===== config.mk =====
export PLATFORM = sky130hd
export DESIGN_NAME = ucpm_clock_power_manager
export DESIGN_NICKNAME = d
export VERILOG_FILES = /design/src/hdl/ucpm_pkg.sv /design/src/hdl/ucpm_settle_timer.sv /design/src/hdl/ucpm_clock_power_manager.sv
export SDC_FILE = /design/constraint.sdc
export NUM_CORES = 1
export LEC_CHECK = 0
export BUFFER_PORTS_ARGS = -buffer_cell sky130_fd_sc_hd__buf_4
export CORE_ASPECT_RATIO = 0.6
export CORE_MARGIN = 1
export CORE_UTILIZATION = 62
export DETAILED_ROUTE_END_ITERATION = 8
export PLACE_DENSITY_LB_ADDON = 0.3
export SETUP_SLACK_MARGIN = 0.02
export SLEW_MARGIN = 20
export SYNTH_ARGS = -nofsm -noshare
export SYNTH_HDL_FRONTEND = slang
export SYNTH_SLANG_ARGS = --single-unit

===== constraint.sdc =====
create_clock -name clk -period 5.38 [get_ports clk]
set_clock_uncertainty 0.2 [all_clocks]
set_input_delay 1.614 -clock clk [delete_from_list [all_inputs] [get_ports clk]]
set_output_delay 1.614 -clock clk [all_outputs]
set_load 0.03 [all_outputs]

===== src/hdl/ucpm_pkg.sv =====
package ucpm_pkg;
    // Register offsets on the byte-wide CPU register port
    localparam logic [7:0] CLOCK_STATUS_OFS = 8'h4A;
    localparam logic [7:0] CLOCK_GATE_CONTROL_OFS = 8'h4B;
    localparam logic [7:0] CLOCK_COMMAND_OFS = 8'h4D;
    // Reset values
    localparam logic [7:0] CLOCK_STATUS_RST = 8'h0F;
    localparam logic [7:0] CLOCK_GATE_CONTROL_RST = 8'h00;
    // Status field positions
    localparam int STAT_CORE_BIT = 3;
    localparam int STAT_PLL_OUT_BIT = 2;
    localparam int STAT_PLL_PWR_BIT = 1;
    localparam int STAT_OSC_BIT = 0;
    // Control field positions
    localparam int CTL_OSC_SEL_HI = 7;
    localparam int CTL_OSC_SEL_LO = 6;
    localparam int CTL_PLL_SEL_HI = 5;
    localparam int CTL_PLL_SEL_LO = 4;
    localparam int CTL_HOST_BIT = 3;
    localparam int CTL_PERIPH_BIT = 2;
    localparam int CTL_MAIN_BIT = 1;
    localparam int CTL_XCVR_BIT = 0;
    // Command codes
    localparam logic [7:0] CMD_OSC_WAKE = 8'h55;
    localparam logic [7:0] CMD_OSC_SLEEP = 8'hAA;
    localparam logic [7:0] CMD_PLL_WAKE = 8'h3C;
    localparam logic [7:0] CMD_PLL_SLEEP = 8'hC3;
    localparam logic [7:0] CMD_CORE_WAKE = 8'h69;
    localparam logic [7:0] CMD_CORE_SLEEP = 8'h96;
    // Clock rate and settle times in microseconds
    localparam int CLK_KHZ = 50000;
    localparam int OSC_T0_US = 2500;
    localparam int OSC_T1_US = 5000;
    localparam int OSC_T2_US = 10000;
    localparam int PLL_T0_US = 150;
    localparam int PLL_T1_US = 300;
    localparam int PLL_T2_US = 600;
    localparam int PLL_T3_US = 1200;
    // Settle counts in cycles (least times, round up)
    localparam int OSC_C0 = (OSC_T0_US * CLK_KHZ + 999) / 1000;
    localparam int OSC_C1 = (OSC_T1_US * CLK_KHZ + 999) / 1000;
    localparam int OSC_C2 = (OSC_T2_US * CLK_KHZ + 999) / 1000;
    localparam int PLL_C0 = (PLL_T0_US * CLK_KHZ + 999) / 1000;
    localparam int PLL_C1 = (PLL_T1_US * CLK_KHZ + 999) / 1000;
    localparam int PLL_C2 = (PLL_T2_US * CLK_KHZ + 999) / 1000;
    localparam int PLL_C3 = (PLL_T3_US * CLK_KHZ + 999) / 1000;
    localparam int CNT_W = 20;
    // Settle sequencer states
    typedef enum logic [1:0] {
        UCPM_IDLE = 2'b00,
        UCPM_OSC_WAIT = 2'b01,
        UCPM_PLL_WAIT = 2'b10
    } ucpm_state_t;
endpackage


===== src/hdl/ucpm_settle_timer.sv =====
`timescale 1ns/10ps
// Down counter: load a cycle count, pulse done when it runs out
module ucpm_settle_timer
(
    input wire logic clk,
    input wire logic rst_n,
    input wire logic load,
    input wire logic [ucpm_pkg::CNT_W-1:0] count,
    output logic busy,
    output logic done
);
    // Remaining cycles
    logic [ucpm_pkg::CNT_W-1:0] cnt_q;
    logic busy_q;

    // Load wins over running down
    always_ff @(posedge clk or negedge rst_n)
    begin
        if (!rst_n)
        begin
            cnt_q <= '0;
            busy_q <= 1'b0;
        end
        else if (load)
        begin
            cnt_q <= count;
            busy_q <= 1'b1;
        end
        else if (busy_q)
        begin
            cnt_q <= cnt_q - 1'b1;
            busy_q <= (cnt_q > 1);
        end
    end

    assign busy = busy_q;
    // Last counting cycle; independent of load so a chained reload forms no loop
    assign done = busy_q && (cnt_q <= 1);
endmodule // ucpm_settle_timer


===== src/hdl/ucpm_clock_power_manager.sv =====
// Notes on behaviour
// - Status resets to 0Fh, all clocks running
// - Status readable whatever the clock state
// - Core clocked bit returns after settle intervals
// - PLL output bit returns after settle intervals
// - PLL powered bit follows PLL commands immediately
// - Oscillator bit follows oscillator commands
// - Oscillator settle field selects 2.5/5/10 ms
// - Oscillator timer only after commanded sleep
// - PLL settle field selects 0.15 to 1.2 ms
// - PLL timer only after commanded sleep
// - Oscillator and PLL intervals chosen independently
// - Direct 48 MHz input bypasses settle timers
// - Control bit 3 gates host block
// - Control bit 2 gates peripheral block
// - Control bit 1 gates main blocks
// - Control bit 0 gates transceiver
// - Commands accepted whatever the clock state
// - 55h wakes, AAh sleeps the oscillator
// - 3Ch wakes, C3h sleeps the PLL
// - 69h wakes, 96h sleeps core blocks
// - PLL-only resume waits PLL interval only
`timescale 1ns/10ps
module ucpm_clock_power_manager
(
    input wire logic clk,
    input wire logic arst_n,
    input wire logic [7:0] reg_addr,
    input wire logic [7:0] reg_wdata,
    input wire logic reg_wr,
    input wire logic reg_rd,
    output logic [7:0] reg_rdata,
    input wire logic direct_48m_in,
    output logic oscillator_running,
    output logic pll_powered,
    output logic pll_output_delivered,
    output logic core_domain_clocked,
    output logic host_block_clk_en,
    output logic periph_block_clk_en,
    output logic main_block_clk_en,
    output logic transceiver_clk_en
);
    // Reset release synchroniser
    logic rst_s1_q;
    logic rst_n_q;
    // Strap pin synchroniser, three stages
    logic d48_s1_q;
    logic d48_s2_q;
    logic d48_s3_q;
    logic d48_q;
    // Control register fields
    logic [1:0] osc_settle_select_q;
    logic [1:0] pll_settle_select_q;
    logic host_block_gate_q;
    logic periph_block_gate_q;
    logic main_block_gate_q;
    logic transceiver_gate_q;
    // Clock state flags
    logic osc_q;
    logic pll_pwr_q;
    logic pll_out_q;
    logic core_q;
    // Request flags: which domains wait for settle
    logic pll_out_want_q;
    logic core_want_q;
    // Sequencer state
    ucpm_pkg::ucpm_state_t state_q;
    ucpm_pkg::ucpm_state_t state_d;
    // Read data register
    logic [7:0] rdata_q;
    // Timer hookup
    logic tmr_load;
    logic [ucpm_pkg::CNT_W-1:0] tmr_count;
    logic tmr_busy;
    logic tmr_done;

    // Oscillator settle count for a select code; 11b reserved, longest taken
    function automatic logic [ucpm_pkg::CNT_W-1:0] osc_cycles(input logic [1:0] sel);
        logic [ucpm_pkg::CNT_W-1:0] c;
        c = ucpm_pkg::CNT_W'(ucpm_pkg::OSC_C2);
        case (sel)
            2'b00: c = ucpm_pkg::CNT_W'(ucpm_pkg::OSC_C0);
            2'b01: c = ucpm_pkg::CNT_W'(ucpm_pkg::OSC_C1);
            default: c = ucpm_pkg::CNT_W'(ucpm_pkg::OSC_C2);
        endcase
        return c;
    endfunction

    // PLL settle count for a select code
    function automatic logic [ucpm_pkg::CNT_W-1:0] pll_cycles(input logic [1:0] sel);
        logic [ucpm_pkg::CNT_W-1:0] c;
        c = ucpm_pkg::CNT_W'(ucpm_pkg::PLL_C0);
        case (sel)
            2'b00: c = ucpm_pkg::CNT_W'(ucpm_pkg::PLL_C0);
            2'b01: c = ucpm_pkg::CNT_W'(ucpm_pkg::PLL_C1);
            2'b10: c = ucpm_pkg::CNT_W'(ucpm_pkg::PLL_C2);
            default: c = ucpm_pkg::CNT_W'(ucpm_pkg::PLL_C3);
        endcase
        return c;
    endfunction

    // Reset release through two flops
    always_ff @(posedge clk or negedge arst_n)
    begin
        if (!arst_n)
        begin
            rst_s1_q <= 1'b0;
            rst_n_q <= 1'b0;
        end
        else
        begin
            rst_s1_q <= 1'b1;
            rst_n_q <= rst_s1_q;
        end
    end

    // Pin synchroniser; the first stage feeds only the second
    always_ff @(posedge clk or negedge rst_n_q)
    begin
        if (!rst_n_q)
        begin
            d48_s1_q <= 1'b0;
            d48_s2_q <= 1'b0;
            d48_s3_q <= 1'b0;
            d48_q <= 1'b0;
        end
        else
        begin
            d48_s1_q <= direct_48m_in;
            d48_s2_q <= d48_s1_q;
            d48_s3_q <= d48_s2_q;
            // Only a settled level counts
            if (d48_s2_q == d48_s3_q)
            begin
                d48_q <= d48_s3_q;
            end
        end
    end

    // Register decode; writes need no running clock domain
    wire wr_ctl = reg_wr && (reg_addr == ucpm_pkg::CLOCK_GATE_CONTROL_OFS);
    wire wr_cmd = reg_wr && (reg_addr == ucpm_pkg::CLOCK_COMMAND_OFS);
    wire cmd_osc_wake = wr_cmd && (reg_wdata == ucpm_pkg::CMD_OSC_WAKE);
    wire cmd_osc_sleep = wr_cmd && (reg_wdata == ucpm_pkg::CMD_OSC_SLEEP);
    wire cmd_pll_wake = wr_cmd && (reg_wdata == ucpm_pkg::CMD_PLL_WAKE);
    wire cmd_pll_sleep = wr_cmd && (reg_wdata == ucpm_pkg::CMD_PLL_SLEEP);
    wire cmd_core_wake = wr_cmd && (reg_wdata == ucpm_pkg::CMD_CORE_WAKE);
    wire cmd_core_sleep = wr_cmd && (reg_wdata == ucpm_pkg::CMD_CORE_SLEEP);
    // any other byte decodes to nothing
    wire status_byte_hit = (reg_addr == ucpm_pkg::CLOCK_STATUS_OFS);
    wire ctl_byte_hit = (reg_addr == ucpm_pkg::CLOCK_GATE_CONTROL_OFS);
    // Anything waiting for a settle interval
    wire want_any = pll_out_want_q || core_want_q;

    // Control register; gating bits drive block enables directly
    always_ff @(posedge clk or negedge rst_n_q)
    begin
        if (!rst_n_q)
        begin
            osc_settle_select_q <= ucpm_pkg::CLOCK_GATE_CONTROL_RST[7:6];
            pll_settle_select_q <= ucpm_pkg::CLOCK_GATE_CONTROL_RST[5:4];
            host_block_gate_q <= ucpm_pkg::CLOCK_GATE_CONTROL_RST[3];
            periph_block_gate_q <= ucpm_pkg::CLOCK_GATE_CONTROL_RST[2];
            main_block_gate_q <= ucpm_pkg::CLOCK_GATE_CONTROL_RST[1];
            transceiver_gate_q <= ucpm_pkg::CLOCK_GATE_CONTROL_RST[0];
        end
        else if (wr_ctl)
        begin
            osc_settle_select_q <= reg_wdata[ucpm_pkg::CTL_OSC_SEL_HI:ucpm_pkg::CTL_OSC_SEL_LO];
            pll_settle_select_q <= reg_wdata[ucpm_pkg::CTL_PLL_SEL_HI:ucpm_pkg::CTL_PLL_SEL_LO];
            host_block_gate_q <= reg_wdata[ucpm_pkg::CTL_HOST_BIT];
            periph_block_gate_q <= reg_wdata[ucpm_pkg::CTL_PERIPH_BIT];
            main_block_gate_q <= reg_wdata[ucpm_pkg::CTL_MAIN_BIT];
            transceiver_gate_q <= reg_wdata[ucpm_pkg::CTL_XCVR_BIT];
        end
    end

    // Oscillator and PLL power flags
    always_ff @(posedge clk or negedge rst_n_q)
    begin
        if (!rst_n_q)
        begin
            osc_q <= ucpm_pkg::CLOCK_STATUS_RST[ucpm_pkg::STAT_OSC_BIT];
            pll_pwr_q <= ucpm_pkg::CLOCK_STATUS_RST[ucpm_pkg::STAT_PLL_PWR_BIT];
        end
        else
        begin
            if (cmd_osc_wake)
            begin
                osc_q <= 1'b1;
            end
            else if (cmd_osc_sleep)
            begin
                osc_q <= 1'b0;
            end
            if (cmd_pll_wake)
            begin
                pll_pwr_q <= 1'b1;
            end
            else if (cmd_pll_sleep)
            begin
                pll_pwr_q <= 1'b0;
            end
        end
    end

    // Settle sequencer: oscillator interval, then PLL interval
    always_comb
    begin
        state_d = state_q;
        tmr_load = 1'b0;
        tmr_count = '0;
        unique case (state_q)
            ucpm_pkg::UCPM_IDLE:
            begin
                // oscillator running means PLL wait only
                // PLL must be powered, else a stale wait could end early after its wake
                if (want_any && !d48_q && osc_q && pll_pwr_q && !tmr_busy)
                begin
                    state_d = ucpm_pkg::UCPM_PLL_WAIT;
                    tmr_load = 1'b1;
                    tmr_count = pll_cycles(pll_settle_select_q);
                end
            end
            ucpm_pkg::UCPM_OSC_WAIT:
            begin
                if (tmr_done)
                begin
                    state_d = ucpm_pkg::UCPM_PLL_WAIT;
                    tmr_load = 1'b1;
                    tmr_count = pll_cycles(pll_settle_select_q);
                end
            end
            ucpm_pkg::UCPM_PLL_WAIT:
            begin
                if (tmr_done)
                begin
                    state_d = ucpm_pkg::UCPM_IDLE;
                end
            end
            default:
            begin
                state_d = ucpm_pkg::UCPM_IDLE;
            end
        endcase
        // oscillator wake from commanded sleep starts the long wait
        if (cmd_osc_wake && !osc_q && !d48_q)
        begin
            state_d = ucpm_pkg::UCPM_OSC_WAIT;
            tmr_load = 1'b1;
            tmr_count = osc_cycles(osc_settle_select_q);
        end
        if (d48_q)
        begin
            state_d = ucpm_pkg::UCPM_IDLE;
        end
    end

    // Timer shared by both settle phases
    ucpm_settle_timer u_timer
    (
        .clk(clk),
        .rst_n(rst_n_q),
        .load(tmr_load),
        .count(tmr_count),
        .busy(tmr_busy),
        .done(tmr_done)
    );

    // Phase is complete when PLL wait ends or the bypass is active
    // Oscillator slept mid-wait: no grant; a core request waits for a fresh sequence, a PLL output request is dropped
    wire settle_end = (state_q == ucpm_pkg::UCPM_PLL_WAIT) && tmr_done && osc_q;
    wire grant = settle_end || (d48_q && want_any);

    // Sequencer state and clock delivery flags
    always_ff @(posedge clk or negedge rst_n_q)
    begin
        if (!rst_n_q)
        begin
            state_q <= ucpm_pkg::UCPM_IDLE;
            pll_out_q <= ucpm_pkg::CLOCK_STATUS_RST[ucpm_pkg::STAT_PLL_OUT_BIT];
            core_q <= ucpm_pkg::CLOCK_STATUS_RST[ucpm_pkg::STAT_CORE_BIT];
            pll_out_want_q <= 1'b0;
            core_want_q <= 1'b0;
        end
        else
        begin
            state_q <= state_d;
            if (cmd_pll_sleep || cmd_osc_sleep)
            begin
                pll_out_q <= 1'b0;
                pll_out_want_q <= 1'b0;
            end
            else if (cmd_pll_wake && !pll_out_q)
            begin
                pll_out_want_q <= 1'b1;
            end
            else if (grant && pll_out_want_q && pll_pwr_q)
            begin
                pll_out_q <= 1'b1;
                pll_out_want_q <= 1'b0;
            end
            if (cmd_core_sleep || cmd_osc_sleep || cmd_pll_sleep)
            begin
                core_q <= 1'b0;
                core_want_q <= cmd_core_sleep ? 1'b0 : core_want_q;
            end
            else if (cmd_core_wake && !core_q)
            begin
                core_want_q <= 1'b1;
            end
            else if (grant && core_want_q && pll_pwr_q)
            begin
                core_q <= 1'b1;
                core_want_q <= 1'b0;
            end
        end
    end

    // Status byte, reserved bits zero
    wire [7:0] status_byte = {4'h0, core_q, pll_out_q, pll_pwr_q, osc_q};
    wire [7:0] ctl_byte = {osc_settle_select_q, pll_settle_select_q, host_block_gate_q,
        periph_block_gate_q, main_block_gate_q, transceiver_gate_q};

    // Read data register; command register reads as zero
    always_ff @(posedge clk or negedge rst_n_q)
    begin
        if (!rst_n_q)
        begin
            rdata_q <= 8'h00;
        end
        else if (reg_rd)
        begin
            if (status_byte_hit)
            begin
                rdata_q <= status_byte;
            end
            else if (ctl_byte_hit)
            begin
                rdata_q <= ctl_byte;
            end
            else
            begin
                rdata_q <= 8'h00;
            end
        end
    end

    assign reg_rdata = rdata_q;
    assign oscillator_running = osc_q;
    assign pll_powered = pll_pwr_q;
    assign pll_output_delivered = pll_out_q;
    assign core_domain_clocked = core_q;
    assign host_block_clk_en = !host_block_gate_q;
    assign periph_block_clk_en = !periph_block_gate_q;
    assign main_block_clk_en = !main_block_gate_q;
    assign transceiver_clk_en = !transceiver_gate_q;
endmodule // ucpm_clock_power_manager


==> flow_summary_export.csv <==
group,metric,value,unit
run_status,status,"finished clean",
global_route,grt_pass1_wl,11.98,mm
layout,n_antenna_cell,0,
worst_setup_path,endpoint,"u_timer.cnt_q[17]",
clocking,cts_max_level,2,
sta,fin_crit_sh,72.66,%
clocking,ctsRootBufferMaster,"clkbuf_8",
synth,synth_cell_types,64,
synth,synth_most_common_cell,"dfrtp_1",
floorplan,fp.dieH,55.27,um
synth,synth_area_per_cell,9.307,sq um
synth,syn-cell-area,2932,sq um
sta,final-hold-violation-count,0,
sta,fin_crit,3.909,ns
sta,drv_slew,0,
synth,ys_seq_area_share,43.70,%
synth,yosysWarnings,0,
synth,synthArstFlopShare,100.0,%
worst_setup_path,worstSetupStartpointType,"input pin",
layout,stdcell_count,409,
floorplan,die-area,5016,sq um
global_route,grt_pass1_vias,2357,
detailed_routing,drt_iter0_markers,273,
layout,drive_gt1_share,19.20,%
worst_setup_path,regToRegSetupSlack,2.13,ns
clocking,clockBufferDepth,2,
synth,synth_area_leaders,"dfrtp_1, nor2_1, dfstp_2",
pwr,p_per_area,237.3,nW/um^2
floorplan,coreArea,4324,sq um
clocking,worstSkewPairLatency,0.30,ns
clocking,cts.sinks,51,
detailed_routing,wl_per_cell,17.99,um
sta,grt_setup_unrepaired,"false",
place,io_buffers,36,
place,gp_congestion,0.9350,
clocking,cts_tree,"done",
place,hpwlAfterDp,5.480,mm
clocking,cts-resized-gates,0,
synth,netlist_instances,315,
sta,fmax,255.8,MHz
detailed_routing,post-route-drc-count,0,
synth,ys_ff_latch,51,
synth,synthesis.nets,344,
run,maxCapViolCount,0,
worst_setup_path,reg2reg_depth,7,
layout,syn_to_final_growth,13.70,%
sta,tightest_slew,0.9058,ns
pwr,ir_worst_vdd,158.9,uV
worst_setup_path,crit_type,"in -> reg",
min_path,hold_class,"reg -> async",
global_route,grtUsageTotal,30.86,%
worst_setup_path,critPathArrivalTime,3.95,ns
detailed_routing,drt-pass1-iter-count,5,
sta,relSlewSlack,39.48,%
worst_setup_path,crit_path_max_fanout,13,
clocking,postCtsHoldBufs,0,
worst_setup_path,reg2reg_to,"u_timer.cnt_q[16]",
pwr,p_leak,1.404,nW
worst_setup_path,cp-end-kind,"flip-flop",
clocking,path_clk_slew,0.08,ns
detailed_routing,drtAntennaViolNets,0,
sta,setup_tns,0,ns
worst_setup_path,r2r-start,"u_timer.cnt_q[0]",
place,dpl.cell_count,401,
sta,whs,0.1367,ns
sta,setup_slack,1.471,ns
floorplan,ios,37,
detailed_routing,via_count,2621,
global_route,antenna_found_initial,0,
global_route,overflow,0,
synth,synth_top_area_share,40.12,%
worst_setup_path,critPathLaunch,"reg_wdata[7]",
synth,synth_common_cells,"dfrtp_1, nor2_1, nand2_1",
floorplan,initial_utilization,67.80,%
detailed_routing,drt-total-wl,7.357,mm
pwr,finalPower,790.9,uW
synth,synth_edf_count,0,
clocking,post_cts_buffers,0,
global_route,grt_max_degree,50,
sta,setup_viol,0,
synth,yosys.area.top_type,"dfrtp_1",
detailed_routing,vias_per_cell,6.408,
floorplan,rows,18,
place,dp_slack,1.243,ns
worst_setup_path,worstPathRequired,5.42,ns
clocking,cts_inserted_buffers,5,
layout,final_nets,377,
floorplan,die_x,90.77,um
synth,synth_flop_cell,"dfrtp_1",
## layer usage
layer	part of all wire, %	track usage [%]	wire length (um)	vias up
li1	-	-	-	1211
met1	47	48.08	3435	1238
met2	39	40.37	2885	154
met3	12	11.16	913	18
met4	1.7	7.483	123	0
met5	0	0	0	-
## registers in the layout, summed over array words and instances, names as in the netlist, 2 cells and up
signal / count
state_q: 2
osc_settle_select_q: 2
pll_settle_select_q: 2
u_timer.cnt_q: 20
reg_rdata: 8
## cells by family after synthesis
| group | share of synthesized area, % |
|---|---|
| simple gates | 26.89 |
| compound gates | 15.66 |
| flops | 43.70 |
| buf+inv | 4.012 |
| fa+ha+maj | 3.756 |
| mux | 3.457 |
| xor+xnor | 2.390 |
| other cells | 0.1279 |
## layout by cell type, fill, tap and decap left out, types with 3 or more instances in the layout
master     n
nand3_1   13
buf_4     37
mux2_2     9
a221oi_1   3
nand2_1   27
a211oi_1   4
nor4b_1    3
dfrtp_1   46
or3_1      4
a22oi_1    4
a21oi_1   14
ha_1       8
nand4_1    4
xnor2_1    3
xor2_1     5
a31oi_1    3
dfstp_2    4
o21ai_0   19
nor2b_1    3
nor3b_1    3
nor3_1    15
nor4_1     6
inv_1     15
nor2_1    34
clkbuf_8   5
or4_1      4
nand2b_1   3
and2_1     4
## critical path, cell delays in order
cell and delay [ns]:
buf_4 0.12, nand4bb_1 0.26, or4_1 0.52, nor2_1 0.68, o21ai_0 0.32, a21boi_0 0.29
o21a_1 0.14
## layout make-up
cell class                      count  area, sq um
Timing Repair Buffer               37        277.8
Clock buffer                        7        76.32
Clock inverter                      1        30.03
Fill cell                         300        991.0
Sequential cell                    51         1285
Multi-Input combinational cell    238         1533
Tap cell                           60        75.07
Inverter                           15        56.30
## report_power, final
part           total, mW  internal, mW  switching (mW)
Sequential         0.436         0.403          0.0328
Combinational     0.0960        0.0456          0.0503
Clock              0.259         0.139           0.120
## stage by stage
stage | instance area [sq um] | utilization [%]
floorplan | 2932 | -
global placement | 3224 | 74.57
detailed placement | 3224 | 74.57
CTS | 3331 | 77.03
global route | 3333 | 77.08
finish | 3333 | 77.08
## worst min-delay path by stage
stage,end,cells after the start,startpoint
after floorplan,d48_s2_q,0,d48_s1_q
after global placement,d48_s2_q,0,d48_s1_q
after detailed placement,d48_s2_q,0,d48_s1_q
after CTS,d48_s2_q,0,d48_s1_q
after global routing,d48_s2_q,0,d48_s1_q
final,pll_out_want_q,0,rst_n_q
Power figures use the tool's default switching activity.
